$ cat config.mk
export PLATFORM = sky130hd
export DESIGN_NAME = asp_top
export DESIGN_NICKNAME = d
export VERILOG_FILES = /design/src/hdl/asp_pkg.sv /design/src/hdl/asp_top.sv /design/src/hdl/asp_bus_mon.sv
export VERILOG_INCLUDE_DIRS = /design/src /design/src/hdl
export SDC_FILE = /design/constraint.sdc
export NUM_CORES = 1
export LEC_CHECK = 0
export BUFFER_PORTS_ARGS = -buffer_cell sky130_fd_sc_hd__buf_2
export CAP_MARGIN = 20
export CORE_ASPECT_RATIO = 2
export CORE_MARGIN = 1
export CORE_UTILIZATION = 35
export DETAILED_ROUTE_END_ITERATION = 7
export PLACE_DENSITY = 0.62
export RECOVER_POWER = 50
export SLEW_MARGIN = 5
export SYNTH_ARGS = -nofsm -noshare
export SYNTH_HDL_FRONTEND = slang
export SYNTH_SLANG_ARGS = --single-unit
export TNS_END_PERCENT = 50
$ cat constraint.sdc
create_clock -name sys_clk -period 2.91 [get_ports sys_clk]
set_input_delay 0.4365 -clock sys_clk [delete_from_list [all_inputs] [get_ports sys_clk]]
set_output_delay 0.4365 -clock sys_clk [all_outputs]
set_load 0.05 [all_outputs]
$ cat src/hdl/asp_cfg.svh
// Offsets, field positions, reset values and timing for the audio serial port config block.
// Assumes an 8-bit register port with byte offsets as printed.
`ifndef ASP_CFG_SVH
`define ASP_CFG_SVH
`define ASP_OFF_PIN_A   8'h14
`define ASP_OFF_PIN_B   8'h15
`define ASP_OFF_EN      8'h18
`define ASP_OFF_LANE    8'h19
`define ASP_OFF_FRAME   8'h1A
`define ASP_OFF_STAT    8'h30
`define ASP_RST_PIN_A   8'h00
`define ASP_RST_PIN_B   8'h00
`define ASP_RST_EN      8'h40
`define ASP_RST_LANE    8'h00
`define ASP_RST_FRAME   8'h30
`define ASP_WM_PIN_A    8'hF1
`define ASP_WM_PIN_B    8'hF0
`define ASP_WM_LANE     8'hF8
`define ASP_A_OVRD      7
`define ASP_A_SHARE     6
`define ASP_A_ADCPD_HI  5
`define ASP_A_ADCPD_LO  4
`define ASP_A_ANALOG    0
`define ASP_B_BIAS_HI   7
`define ASP_B_BIAS_LO   6
`define ASP_B_AUX_HI    5
`define ASP_B_AUX_LO    4
`define ASP_E_PDIS      7
`define ASP_E_SDIS      6
`define ASP_E_GANG      5
`define ASP_E_DAISY_HI  4
`define ASP_E_DAISY_LO  3
`define ASP_E_DSEL_HI   2
`define ASP_E_DSEL_LO   0
`define ASP_L_OUT_HI    7
`define ASP_L_OUT_LO    6
`define ASP_L_IN_HI     5
`define ASP_L_IN_LO     4
`define ASP_L_DIR       3
`define ASP_F_FMT_HI    7
`define ASP_F_FMT_LO    6
`define ASP_F_WLEN_HI   5
`define ASP_F_WLEN_LO   4
`define ASP_F_FSINV     3
`define ASP_F_BCINV     2
`define ASP_F_DETOFF    1
`define ASP_F_NORESUME  0
`define ASP_S_SEEN      0
`define ASP_CLK_NS      4
`define ASP_BCLK_TMO_NS 2000
`define ASP_BCLK_TMO_CYC ((`ASP_BCLK_TMO_NS + `ASP_CLK_NS - 1) / `ASP_CLK_NS)
`endif

$ cat src/hdl/asp_pkg.sv
// Types and helpers shared by the audio serial port config block.
// Assumes nothing beyond a SystemVerilog compiler.
package asp_pkg;
  typedef enum logic [1:0] {ASP_FMT_TDM, ASP_FMT_I2S, ASP_FMT_LJ, ASP_FMT_RSVD} asp_fmt_e;
  typedef enum logic [1:0] {ASP_PIN_NONE, ASP_PIN_M1, ASP_PIN_M2, ASP_PIN_I1} asp_pin_e;

  function automatic logic [5:0] asp_slot_bits(input logic [1:0] wlen);
    unique case (wlen)
      2'h0: asp_slot_bits = 6'h10;
      2'h1: asp_slot_bits = 6'h14;
      2'h2: asp_slot_bits = 6'h18;
      default: asp_slot_bits = 6'h20;
    endcase
  endfunction

  // Level of the pin that a two-bit select names; select 0 gives a quiet low.
  function automatic logic asp_pin_pick(input logic [1:0] sel, input logic m1, input logic m2,
                                        input logic i1);
    unique case (asp_pin_e'(sel))
      ASP_PIN_M1: asp_pin_pick = m1;
      ASP_PIN_M2: asp_pin_pick = m2;
      ASP_PIN_I1: asp_pin_pick = i1;
      default:    asp_pin_pick = 1'b0;
    endcase
  endfunction
endpackage

$ cat src/hdl/asp_top.sv
// Configuration and pin routing for the primary and secondary audio serial ports.
// Assumes an 8-bit register port on sys_clk and pins from outside the clock domain.
// Overview of operation
// - Override set: PDM pairs selecting input_pin_1 take serial data input instead.
// - Shared bit set: serial data out pin carries both output and input data.
// - ADC powers down when selected pin or the power bit asks for it.
// - Analog bit set hands multi_pin_1 to the general purpose analog function.
// - Bias enable pin select: none, multi_pin_1, multi_pin_2 or input_pin_1.
// - Aux conversion start pin select: none, multi_pin_1, multi_pin_2 or input_pin_1.
// - Primary port enabled while its disable bit is 0; resets to 0.
// - Secondary port enabled while its disable bit is 0; resets to 1.
// - Gang bit set makes the secondary port copy primary port settings.
// - Daisy field: off, primary chained, secondary chained; chaining removes other port.
// - Daisy input source: off, three pins, serial data input; other codes reserved.
// - Output lane field: one each, two for primary, two for secondary.
// - Input lane field: one each, two for primary, two for secondary.
// - Daisy direction: 0 chains through data output, 1 through data input.
// - Frame format: TDM, I2S, left-justified; code 3 reserved.
// - Slot length 16, 20, 24 or 32 bits; resets to 32.
// - Frame sync invert bit flips frame sync polarity.
// - Bit clock invert bit flips bit clock polarity.
// - Bus fault detection runs while its bit is 0.
// - Bit 0 resumes after fault clears; bit 1 halts until host reconfigures.
//
// Design decision made here: the address-and-strobe port.
`timescale 1ns/10ps
`default_nettype none
`include "asp_cfg.svh"
module asp_top
  import asp_pkg::*;
#(
  parameter int TMO_CYC = `ASP_BCLK_TMO_CYC
) (
  input  wire logic       sys_clk,          // 250 MHz system clock
  input  wire logic       rstn,             // async reset, active low
  input  wire logic [7:0] reg_addr,         // register byte offset
  input  wire logic [7:0] reg_wdata,        // write data
  input  wire logic       reg_wr,           // write strobe
  input  wire logic       reg_rd,           // read strobe
  output logic      [7:0] reg_rdata,        // read data, cycle after read
  input  wire logic       multi_pin_1,      // pin level
  input  wire logic       multi_pin_2,      // pin level
  input  wire logic       input_pin_1,      // pin level
  input  wire logic       serial_data_in_pin, // serial input pin
  input  wire logic       sdout_pin_i,      // serial output pin, input side
  output logic            sdout_pin_o,      // serial output pin, output side
  output logic            sdout_pin_oe,     // high while driving
  input  wire logic       bit_clk_pin,      // primary bit clock
  input  wire logic       frame_sync_pin,   // primary frame sync
  input  wire logic       adc_power_bit,    // 0 forces ADC power-down
  input  wire logic [1:0] pdm_pair1_sel,    // pair 1 source select
  input  wire logic [1:0] pdm_pair2_sel,    // pair 2 source select
  input  wire logic [7:0] sec_own_cfg,      // secondary port own settings
  input  wire logic       pri_tx_data,      // primary port serial bit
  input  wire logic       pri_tx_en,        // primary port driving slot
  output logic            pri_rx_data,      // primary port input bit
  output logic            pdm_pair1_data,   // pair 1 data
  output logic            pdm_pair2_data,   // pair 2 data
  output logic            adc_powerdown,    // ADC power-down request
  output logic            analog_fn_en,     // multi_pin_1 in analog use
  output logic            bias_enable,      // mic bias supply enable
  output logic            aux_conv_start,   // one-cycle conversion start
  output logic            pri_active,       // primary port running
  output logic            sec_active,       // secondary port running
  output logic      [7:0] sec_frame_cfg,    // settings the secondary port uses
  output logic            daisy_on_pri,     // primary port chained
  output logic            daisy_on_sec,     // secondary port chained
  output logic            daisy_via_input,  // chain through data input
  output logic            daisy_data,       // chained-in data
  output logic      [1:0] pri_out_lanes,    // output lanes of primary
  output logic      [1:0] sec_out_lanes,    // output lanes of secondary
  output logic      [1:0] pri_in_lanes,     // input lanes of primary
  output logic      [1:0] sec_in_lanes,     // input lanes of secondary
  output logic            bus_fault         // fault seen now
);
  initial begin
    if (TMO_CYC < 2) $error("asp_top: TMO_CYC too small");
  end

  // Lane counts of a two-bit lane field; reserved code falls back to one each.
  function automatic logic [3:0] lane_split(input logic [1:0] f);
    unique case (f)
      2'h1:    lane_split = 4'h9;
      2'h2:    lane_split = 4'h6;
      default: lane_split = 4'h5;
    endcase
  endfunction

  logic [6:0] sync1_ff, sync2_ff;
  logic [7:0] pin_a_ff, nxt_pin_a, pin_b_ff, nxt_pin_b, en_ff, nxt_en;
  logic [7:0] lane_ff, nxt_lane, frame_ff, nxt_frame, rdata_ff, nxt_rdata;
  logic       seen_ff, nxt_seen, halt_ff, nxt_halt, aux_prev_ff, aux_pulse_ff, nxt_aux_pulse;
  logic       sdo_ff, nxt_sdo;
  logic       m1, m2, i1, sdin, sdoi, bclk_s, fs_s;
  logic       m1_dig, reconfig, det_on, fault, good, aux_lvl;
  logic [1:0] fmt, daisy;
  logic [2:0] dsel;
  logic [3:0] ol, il;

  // Only the second stage is read; the first may be metastable.
  always_ff @(posedge sys_clk or negedge rstn) begin
    if (!rstn) begin
      sync1_ff <= 7'h00;
      sync2_ff <= 7'h00;
    end else begin
      sync1_ff <= {frame_sync_pin, bit_clk_pin, sdout_pin_i, serial_data_in_pin, input_pin_1,
                   multi_pin_2, multi_pin_1};
      sync2_ff <= sync1_ff;
    end
  end
  assign {fs_s, bclk_s, sdoi, sdin, i1, m2, m1} = sync2_ff;

  always_comb begin
    reconfig  = reg_wr && (reg_addr == `ASP_OFF_EN || reg_addr == `ASP_OFF_FRAME);
    nxt_pin_a = pin_a_ff;
    nxt_pin_b = pin_b_ff;
    nxt_en    = en_ff;
    nxt_lane  = lane_ff;
    nxt_frame = frame_ff;
    nxt_rdata = 8'h00;
    if (reg_wr) begin
      unique case (reg_addr)
        `ASP_OFF_PIN_A: nxt_pin_a = reg_wdata & `ASP_WM_PIN_A;
        `ASP_OFF_PIN_B: nxt_pin_b = reg_wdata & `ASP_WM_PIN_B;
        `ASP_OFF_EN:    nxt_en    = reg_wdata;
        `ASP_OFF_LANE:  nxt_lane  = reg_wdata & `ASP_WM_LANE;
        `ASP_OFF_FRAME: nxt_frame = reg_wdata;
        default:        ;
      endcase
    end
    if (reg_rd) begin
      unique case (reg_addr)
        `ASP_OFF_PIN_A: nxt_rdata = pin_a_ff;
        `ASP_OFF_PIN_B: nxt_rdata = pin_b_ff;
        `ASP_OFF_EN:    nxt_rdata = en_ff;
        `ASP_OFF_LANE:  nxt_rdata = lane_ff;
        `ASP_OFF_FRAME: nxt_rdata = frame_ff;
        `ASP_OFF_STAT:  nxt_rdata = {3'h0, sec_active, pri_active, halt_ff, fault, seen_ff};
        default:        nxt_rdata = 8'h00;
      endcase
    end
    // A fault in the same cycle as a write-one clear keeps the flag set.
    nxt_seen = fault |
               (seen_ff & ~(reg_wr && reg_addr == `ASP_OFF_STAT && reg_wdata[`ASP_S_SEEN]));
  end

  always_ff @(posedge sys_clk or negedge rstn) begin
    if (!rstn) begin
      pin_a_ff <= `ASP_RST_PIN_A;
      pin_b_ff <= `ASP_RST_PIN_B;
      en_ff    <= `ASP_RST_EN;
      lane_ff  <= `ASP_RST_LANE;
      frame_ff <= `ASP_RST_FRAME;
      rdata_ff <= 8'h00;
      seen_ff  <= 1'b0;
    end else begin
      pin_a_ff <= nxt_pin_a;
      pin_b_ff <= nxt_pin_b;
      en_ff    <= nxt_en;
      lane_ff  <= nxt_lane;
      frame_ff <= nxt_frame;
      rdata_ff <= nxt_rdata;
      seen_ff  <= nxt_seen;
    end
  end
  assign reg_rdata = rdata_ff;

  // Pin functions. In analog use multi_pin_1 reads as low to every digital select.
  always_comb begin
    analog_fn_en   = pin_a_ff[`ASP_A_ANALOG];
    m1_dig         = m1 & ~analog_fn_en;
    adc_powerdown  = ~adc_power_bit |
                     asp_pin_pick(pin_a_ff[`ASP_A_ADCPD_HI:`ASP_A_ADCPD_LO], m1_dig, m2, i1);
    bias_enable    = asp_pin_pick(pin_b_ff[`ASP_B_BIAS_HI:`ASP_B_BIAS_LO], m1_dig, m2, i1);
    aux_lvl        = asp_pin_pick(pin_b_ff[`ASP_B_AUX_HI:`ASP_B_AUX_LO], m1_dig, m2, i1);
    pdm_pair1_data = asp_pin_pick(pdm_pair1_sel, m1_dig, m2,
                                  pin_a_ff[`ASP_A_OVRD] ? sdin : i1);
    pdm_pair2_data = asp_pin_pick(pdm_pair2_sel, m1_dig, m2,
                                  pin_a_ff[`ASP_A_OVRD] ? sdin : i1);
    nxt_aux_pulse  = aux_lvl & ~aux_prev_ff;
  end

  // Port enables, chaining and lanes.
  always_comb begin
    daisy           = en_ff[`ASP_E_DAISY_HI:`ASP_E_DAISY_LO];
    daisy_on_pri    = (daisy == 2'h1);
    daisy_on_sec    = (daisy == 2'h2);
    fmt             = frame_ff[`ASP_F_FMT_HI:`ASP_F_FMT_LO];
    pri_active      = ~en_ff[`ASP_E_PDIS] & ~daisy_on_sec & ~halt_ff &
                      (fmt != ASP_FMT_RSVD);
    sec_active      = ~en_ff[`ASP_E_SDIS] & ~daisy_on_pri;
    sec_frame_cfg   = en_ff[`ASP_E_GANG] ? frame_ff : sec_own_cfg;
    daisy_via_input = lane_ff[`ASP_L_DIR];
    dsel            = en_ff[`ASP_E_DSEL_HI:`ASP_E_DSEL_LO];
    unique case (dsel)
      3'h1, 3'h2, 3'h3: daisy_data = asp_pin_pick(dsel[1:0], m1_dig, m2, i1);
      3'h5:             daisy_data = sdin;
      default:          daisy_data = 1'b0;
    endcase
    ol              = lane_split(lane_ff[`ASP_L_OUT_HI:`ASP_L_OUT_LO]);
    il              = lane_split(lane_ff[`ASP_L_IN_HI:`ASP_L_IN_LO]);
    {pri_out_lanes, sec_out_lanes} = ol;
    {pri_in_lanes, sec_in_lanes}   = il;
    pri_rx_data     = pri_active & (pin_a_ff[`ASP_A_SHARE] ? sdoi : sdin);
    nxt_sdo         = pri_active & pri_tx_en & pri_tx_data;
  end
  assign sdout_pin_oe = pri_active & pri_tx_en;
  assign sdout_pin_o  = sdo_ff;

  // Fault handling: a fault halts the port; without auto-resume only a reconfigure lifts it.
  always_comb begin
    det_on   = ~frame_ff[`ASP_F_DETOFF];
    nxt_halt = 1'b0;
    if (det_on) begin
      if (fault) begin
        nxt_halt = 1'b1;
      end else if (halt_ff & frame_ff[`ASP_F_NORESUME] & ~reconfig) begin
        nxt_halt = 1'b1;
      end
    end
  end

  always_ff @(posedge sys_clk or negedge rstn) begin
    if (!rstn) begin
      halt_ff      <= 1'b0;
      aux_prev_ff  <= 1'b0;
      aux_pulse_ff <= 1'b0;
      sdo_ff       <= 1'b0;
    end else begin
      halt_ff      <= nxt_halt;
      aux_prev_ff  <= aux_lvl;
      aux_pulse_ff <= nxt_aux_pulse;
      sdo_ff       <= nxt_sdo;
    end
  end
  assign aux_conv_start = aux_pulse_ff;
  assign bus_fault      = fault;

  asp_bus_mon #(
    .CNT_W   (4),
    .TMO_CYC (TMO_CYC)
  ) u_mon (
    .sys_clk    (sys_clk),
    .rstn       (rstn),
    .en         (det_on & ~en_ff[`ASP_E_PDIS] & ~daisy_on_sec),
    .bclk       (bclk_s ^ frame_ff[`ASP_F_BCINV]),
    .fsync      (fs_s ^ frame_ff[`ASP_F_FSINV] ^ (fmt == ASP_FMT_I2S)),
    .fmt        (fmt),
    .slot_bits  (asp_slot_bits(frame_ff[`ASP_F_WLEN_HI:`ASP_F_WLEN_LO])),
    .fault      (fault),
    .good_frame (good)
  );

  a_rdata_only_after_rd: assert property (@(posedge sys_clk) disable iff (!rstn)
    !$past(reg_rd) |-> reg_rdata == 8'h00) else $error("read data outside read window");
  a_adc_pd_bit: assert property (@(posedge sys_clk) disable iff (!rstn)
    !adc_power_bit |-> adc_powerdown) else $error("ADC not powered down by bit");
  a_pri_disable: assert property (@(posedge sys_clk) disable iff (!rstn)
    en_ff[`ASP_E_PDIS] |-> !pri_active && !sdout_pin_oe) else $error("primary runs while disabled");
  a_sec_chain: assert property (@(posedge sys_clk) disable iff (!rstn)
    daisy_on_pri |-> !sec_active) else $error("secondary runs during primary chain");
  a_gang_copy: assert property (@(posedge sys_clk) disable iff (!rstn)
    en_ff[`ASP_E_GANG] |-> sec_frame_cfg == frame_ff) else $error("gang not followed");
  a_fault_halts: assert property (@(posedge sys_clk) disable iff (!rstn)
    fault && det_on |=> !pri_active) else $error("port not halted on fault");
  a_no_resume: assert property (@(posedge sys_clk) disable iff (!rstn)
    halt_ff && frame_ff[`ASP_F_NORESUME] && det_on && !reconfig |=> halt_ff)
    else $error("halt lifted without reconfigure");
  a_auto_resume: assert property (@(posedge sys_clk) disable iff (!rstn)
    $fell(fault) && !frame_ff[`ASP_F_NORESUME] ##1 !fault |-> !halt_ff) else $error("no auto resume");
  a_seen_wins: assert property (@(posedge sys_clk) disable iff (!rstn)
    fault |=> seen_ff) else $error("fault flag lost");
  a_aux_pulse: assert property (@(posedge sys_clk) disable iff (!rstn)
    aux_conv_start |=> !aux_conv_start) else $error("aux start longer than one cycle");
  a_pdm_override: assert property (@(posedge sys_clk) disable iff (!rstn)
    pin_a_ff[`ASP_A_OVRD] && pdm_pair1_sel == 2'h3 |-> pdm_pair1_data == sdin)
    else $error("override not applied");
endmodule
`default_nettype wire

$ cat src/hdl/asp_bus_mon.sv
// Frame checker for the primary port: counts bit clock edges between frame starts.
// Assumes bclk and fsync are already synchronised and polarity-corrected.
`timescale 1ns/10ps
`default_nettype none
`include "asp_cfg.svh"
module asp_bus_mon
  import asp_pkg::*;
#(
  parameter int CNT_W   = 4,
  parameter int TMO_CYC = `ASP_BCLK_TMO_CYC
) (
  input  wire logic       sys_clk,    // system clock
  input  wire logic       rstn,       // async reset, active low
  input  wire logic       en,         // checking enabled
  input  wire logic       bclk,       // bit clock level
  input  wire logic       fsync,      // frame start level, high marks a start
  input  wire logic [1:0] fmt,        // frame format
  input  wire logic [5:0] slot_bits,  // bits per slot
  output logic            fault,      // frame fault level
  output logic            good_frame  // one-cycle pulse per good frame
);
  localparam int TMO_W = $clog2(TMO_CYC + 1);
  initial begin
    if (CNT_W < 2 || TMO_CYC < 2) $error("asp_bus_mon: parameters too small");
  end

  logic             bclk_prev_ff, nxt_bclk_prev, fs_prev_ff, nxt_fs_prev, armed_ff, nxt_armed;
  logic             fault_ff, nxt_fault, good_ff, nxt_good;
  logic [5:0]       pos_ff, nxt_pos;
  logic [CNT_W-1:0] cnt_ff, nxt_cnt;
  logic [TMO_W-1:0] tmo_ff, nxt_tmo;
  logic             rise, start, ok;

  always_comb begin
    rise          = bclk & ~bclk_prev_ff;
    start         = rise & fsync & ~fs_prev_ff;
    ok            = (pos_ff == 6'h00) && (fmt != ASP_FMT_RSVD) &&
                    ((fmt == ASP_FMT_TDM) ? (cnt_ff != '0) : (cnt_ff == CNT_W'(2)));
    nxt_bclk_prev = bclk;
    nxt_fs_prev   = fs_prev_ff;
    nxt_armed     = armed_ff;
    nxt_fault     = fault_ff;
    nxt_good      = 1'b0;
    nxt_pos       = pos_ff;
    nxt_cnt       = cnt_ff;
    nxt_tmo       = tmo_ff;
    if (!en) begin
      nxt_armed = 1'b0;
      nxt_fault = 1'b0;
      nxt_pos   = 6'h00;
      nxt_cnt   = '0;
      nxt_tmo   = '0;
    end else begin
      if (rise) begin
        nxt_tmo = '0;
      end else if (tmo_ff != TMO_W'(TMO_CYC - 1)) begin
        nxt_tmo = tmo_ff + TMO_W'(1);
      end else begin
        nxt_fault = 1'b1;
      end
      if (rise) begin
        nxt_fs_prev = fsync;
        if (start) begin
          if (armed_ff) begin
            nxt_fault = ~ok;
            nxt_good  = ok;
          end
          nxt_armed = 1'b1;
          nxt_pos   = 6'h01;
          nxt_cnt   = '0;
        end else if (pos_ff == slot_bits - 6'h01) begin
          nxt_pos = 6'h00;
          if (cnt_ff != '1) nxt_cnt = cnt_ff + CNT_W'(1);
        end else begin
          nxt_pos = pos_ff + 6'h01;
        end
      end
    end
  end

  always_ff @(posedge sys_clk or negedge rstn) begin
    if (!rstn) begin
      bclk_prev_ff <= 1'b0;
      fs_prev_ff   <= 1'b0;
      armed_ff     <= 1'b0;
      fault_ff     <= 1'b0;
      good_ff      <= 1'b0;
      pos_ff       <= 6'h00;
      cnt_ff       <= '0;
      tmo_ff       <= '0;
    end else begin
      bclk_prev_ff <= nxt_bclk_prev;
      fs_prev_ff   <= nxt_fs_prev;
      armed_ff     <= nxt_armed;
      fault_ff     <= nxt_fault;
      good_ff      <= nxt_good;
      pos_ff       <= nxt_pos;
      cnt_ff       <= nxt_cnt;
      tmo_ff       <= nxt_tmo;
    end
  end

  assign fault      = fault_ff;
  assign good_frame = good_ff;
endmodule
`default_nettype wire

==> results.sh <==
export IMPL_finalNetCount=496
export IMPL_cp_slowest_cell="nor4b_4"
export IMPL_rows=55
export IMPL_postRouteAntennaNets=0
export IMPL_drt_iter0_drc=160
export IMPL_cp_slowest_stage_delay_ns=0.46
export IMPL_synth_commonest_cells="77 x dfrtp_1, 48 x mux2_2, 26 x nand2_1, 26 x nor2_1"
export IMPL_insertion_delay_ns=0.34
export IMPL_tns_ns=0
export IMPL_fin_cells=590
export IMPL_synth_area_um2=4018
export IMPL_path_clk_slew_ns=0.06
export IMPL_grt_usage=0.1906
export IMPL_synth_distinct_cells=55
export IMPL_cp_end_kind="output pin"
export IMPL_antenna_found_initial=0
export IMPL_placement_io_buffers=81
export IMPL_grt_pass1_vias=3229
export IMPL_clockPowerShare=0.378
export IMPL_fin_util=0.4386
export IMPL_switching_share=0.3024
export IMPL_rsz0062_at_grt="false"
export IMPL_routed_wirelength_mm=10.69
export IMPL_worstPathRequired_ns=2.47
export IMPL_cts_buffer_depth=2
export IMPL_yosys_warnings=0
export IMPL_ios=82
export IMPL_synth_most_common_cell="dfrtp_1"
export IMPL_p_sw_uw=982.8
export IMPL_syn_inst=357
export IMPL_fin_skew_ns=0.008745
export IMPL_crit_buf_inv=1
export IMPL_synth_ff_type="dfrtp_1"
export IMPL_slew_violations=0
export IMPL_tightest_slew_ns=0.9406
export IMPL_yosys_area_top_type="dfrtp_1"
export IMPL_finalCritPeriodShare=0.8091
export IMPL_holdWs_ns=0.2021
export IMPL_area_growth_pct=22.45
export IMPL_cts_tree="built"
export IMPL_cts_buffers=9
export IMPL_root_buffer="clkbuf_16"
export IMPL_dp_cells=573
export IMPL_crit_family="simple AND/OR/NAND/NOR gates"
export IMPL_fin_area_um2=4920
export IMPL_powerDensity_nw_per_um2=660.5
export IMPL_multi_input_area_um2=1951
export IMPL_fmax_ghz=0.4247
export IMPL_route_vias_total=3117
export IMPL_ctsResizeCount=0
export IMPL_dp_hpwl_mm=8.216
export IMPL_setup_violations=0
export IMPL_die_w_um=77.76
export IMPL_ff_latch_area_um2=2006
export IMPL_p_int_uw=2267
export IMPL_die_h_um=153.5
export IMPL_first_pass_iters=4
export IMPL_syn_nets=409
export IMPL_startpoint_type="flop"
export IMPL_die_area_um2=11940
export IMPL_synth_top_area_frac=0.4796
export IMPL_hold_path_class="in2reg"
export IMPL_avgSynthCellArea_um2=11.25
export IMPL_fill_cells=1072
export IMPL_synth_edf_count=0
export IMPL_coreArea_um2=11220
export IMPL_wire_per_inst_um=18.11
export IMPL_vdd_drop_max_v=0.0003514
export IMPL_grt_pass1_wl_mm=16.68
export IMPL_globalplace_congestion=0.8768
export IMPL_clock_sinks=80
export IMPL_relSlewSlack=0.3730
export IMPL_cp_max_fo=5
export IMPL_layout_drive_gt1_share=0.3371
export IMPL_leakagePower_uw=0.002325
export IMPL_start_util=0.3582
export IMPL_post_dp_cell_area_um2=4591
export IMPL_status="finished, final reports clean"
export IMPL_cp_cell_sequence="nor2b_1, nor4b_4, and2_1, buf_2"
export IMPL_drc=0
export IMPL_cp_data_arrival_time_ns=1.92
export IMPL_pwr_share_comb=0.200
export IMPL_ys_ff_latch=80
export IMPL_grt_max_degree=81
export IMPL_globalRouteOverflowTotal=0
export IMPL_yosysSeqAreaShare=0.4992
export IMPL_synth_async_sr_flop_share=1.000
export IMPL_crit_type="reg2out"
export IMPL_insertedDiodeCount=0
export IMPL_cts_htree_levels=3
export IMPL_fin_crit_ns=2.354
export IMPL_via_per_inst=5.283
export IMPL_synth_area_leaders="dfrtp_1 48%, mux2_2 13%, ha_1 3.1%"
export IMPL_seq_power_share=0.422
export IMPL_final_hold_viol_count=0
export IMPL_maxCapViolCount=0
-- kinds of logic (layout without fill, tap and decap cells) --
family | count (synthesis) | in the layout | share of synthesized area
and+or+nand+nor | 126 | 126 | 0.1710
xor gates and xnor gates | 14 | 14 | 0.03426
buffers and inverters | 20 | 111 | 0.01900
AOI/OAI and AO/OA | 54 | 54 | 0.09841
adders and majority gates | 10 | 10 | 0.03114
muxes | 53 | 53 | 0.1470
DFF | 80 | 80 | 0.4992
-- final timing paths --
path | start | end | slack (ns) | depth (start not counted)
max in group asynchronous | rstn | u_mon.tmo_ff[6] | 0.86 | 3
min reg2reg | sync1_ff[3] | sync2_ff[3] | 0.35 | 0
min | multi_pin_1 | sync1_ff[0] | 0.20 | 1
max reg2reg | frame_ff[4] | u_mon.cnt_ff[2] | 0.61 | 6
min in group asynchronous | rstn | sync2_ff[5] | 0.62 | 2
max | en_ff[4] | sdout_pin_oe | 0.56 | 4
-- metal layers --
layer / wire length, um / vias to the layer above / track usage
li1: - / 1459 / -
met1: 3618 / 1540 / 0.1790
met2: 6250 / 88 / 0.3662
met3: 324 / 30 / 0.03620
met4: 493 / 0 / 0.1168
met5: 0 / - / 0
-- cell usage in the layout (no fill, tap or decap), types with 5 or more instances in the layout --
cell / netlist / layout
xor2_1: 6 / 6
nor2_1: 26 / 26
nand3b_1: 5 / 5
dfrtp_1: 77 / 77
mux2_2: 48 / 48
a21oi_1: 5 / 5
clkbuf_16: 0 / 9
a211oi_1: 6 / 6
nor2b_1: 13 / 13
inv_1: 13 / 13
nand3_1: 11 / 11
and3_1: 7 / 7
buf_2: 1 / 75
xnor2_1: 7 / 7
o21ai_0: 9 / 9
ha_1: 10 / 10
nand2_1: 26 / 26
clkbuf_1: 6 / 7
mux2i_1: 5 / 5
nor3_1: 13 / 13
-- layout make-up --
| type | instances | share of cell area |
|---|---|---|
| Sequential cell | 80 | 0.4077 |
| Multi-Input combinational cell | 257 | 0.3965 |
| Clock inverter | 3 | 0.01322 |
| Timing Repair Buffer | 83 | 0.08444 |
| Clock buffer | 12 | 0.05214 |
| Inverter | 13 | 0.009919 |
| Tap cell | 142 | 0.03611 |
-- power groups by stage --
stage          clock network (uW)  registers, uW  logic, uW
2_1_floorplan                   0           1380        462
3_5_place_dp                    0           1390        652
5_1_grt                      1290           1390        708
6_report                     1230           1370        649
4_1_cts                      1250           1370        656
3_3_place_gp                    0           1390        637
-- flip-flops by register name, indices dropped and copies added, names as in the netlist, 4 cells and up --
name / cells
frame_ff: 8
pin_a_ff: 5
u_mon.tmo_ff: 9
en_ff: 8
sync1_ff: 7
u_mon.cnt_ff: 4
reg_rdata: 8
pin_b_ff: 4
lane_ff: 5
u_mon.pos_ff: 6
sync2_ff: 7
-- worst register-to-register path, stage by stage (launching register included) --
cell and delay, ns:
dfstp_2 0.60, ha_1 0.18, xor3_1 0.42, nor3_1 0.37, nand2_1 0.14, nor4bb_1 0.35, nor3_1 0.09
-- through the flow --
| step | power [uW] | setup slack (ns) |
|---|---|---|
| 3_5_place_dp | 2043 | 0.6824 |
| 4_1_cts | 3278 | 0.5205 |
| 6_report | 3250 | 0.5556 |
| 3_3_place_gp | 2025 | 0.7856 |
| 2_1_floorplan | 1841 | 0.1887 |
| 5_1_grt | 3391 | 0.4491 |
-- timing repair --
action	in CTS	in global routing
buffers inserted	0	0
hold buffers	0	1
hold endpoints to repair	0	11
Power figures use the tool's default switching activity.
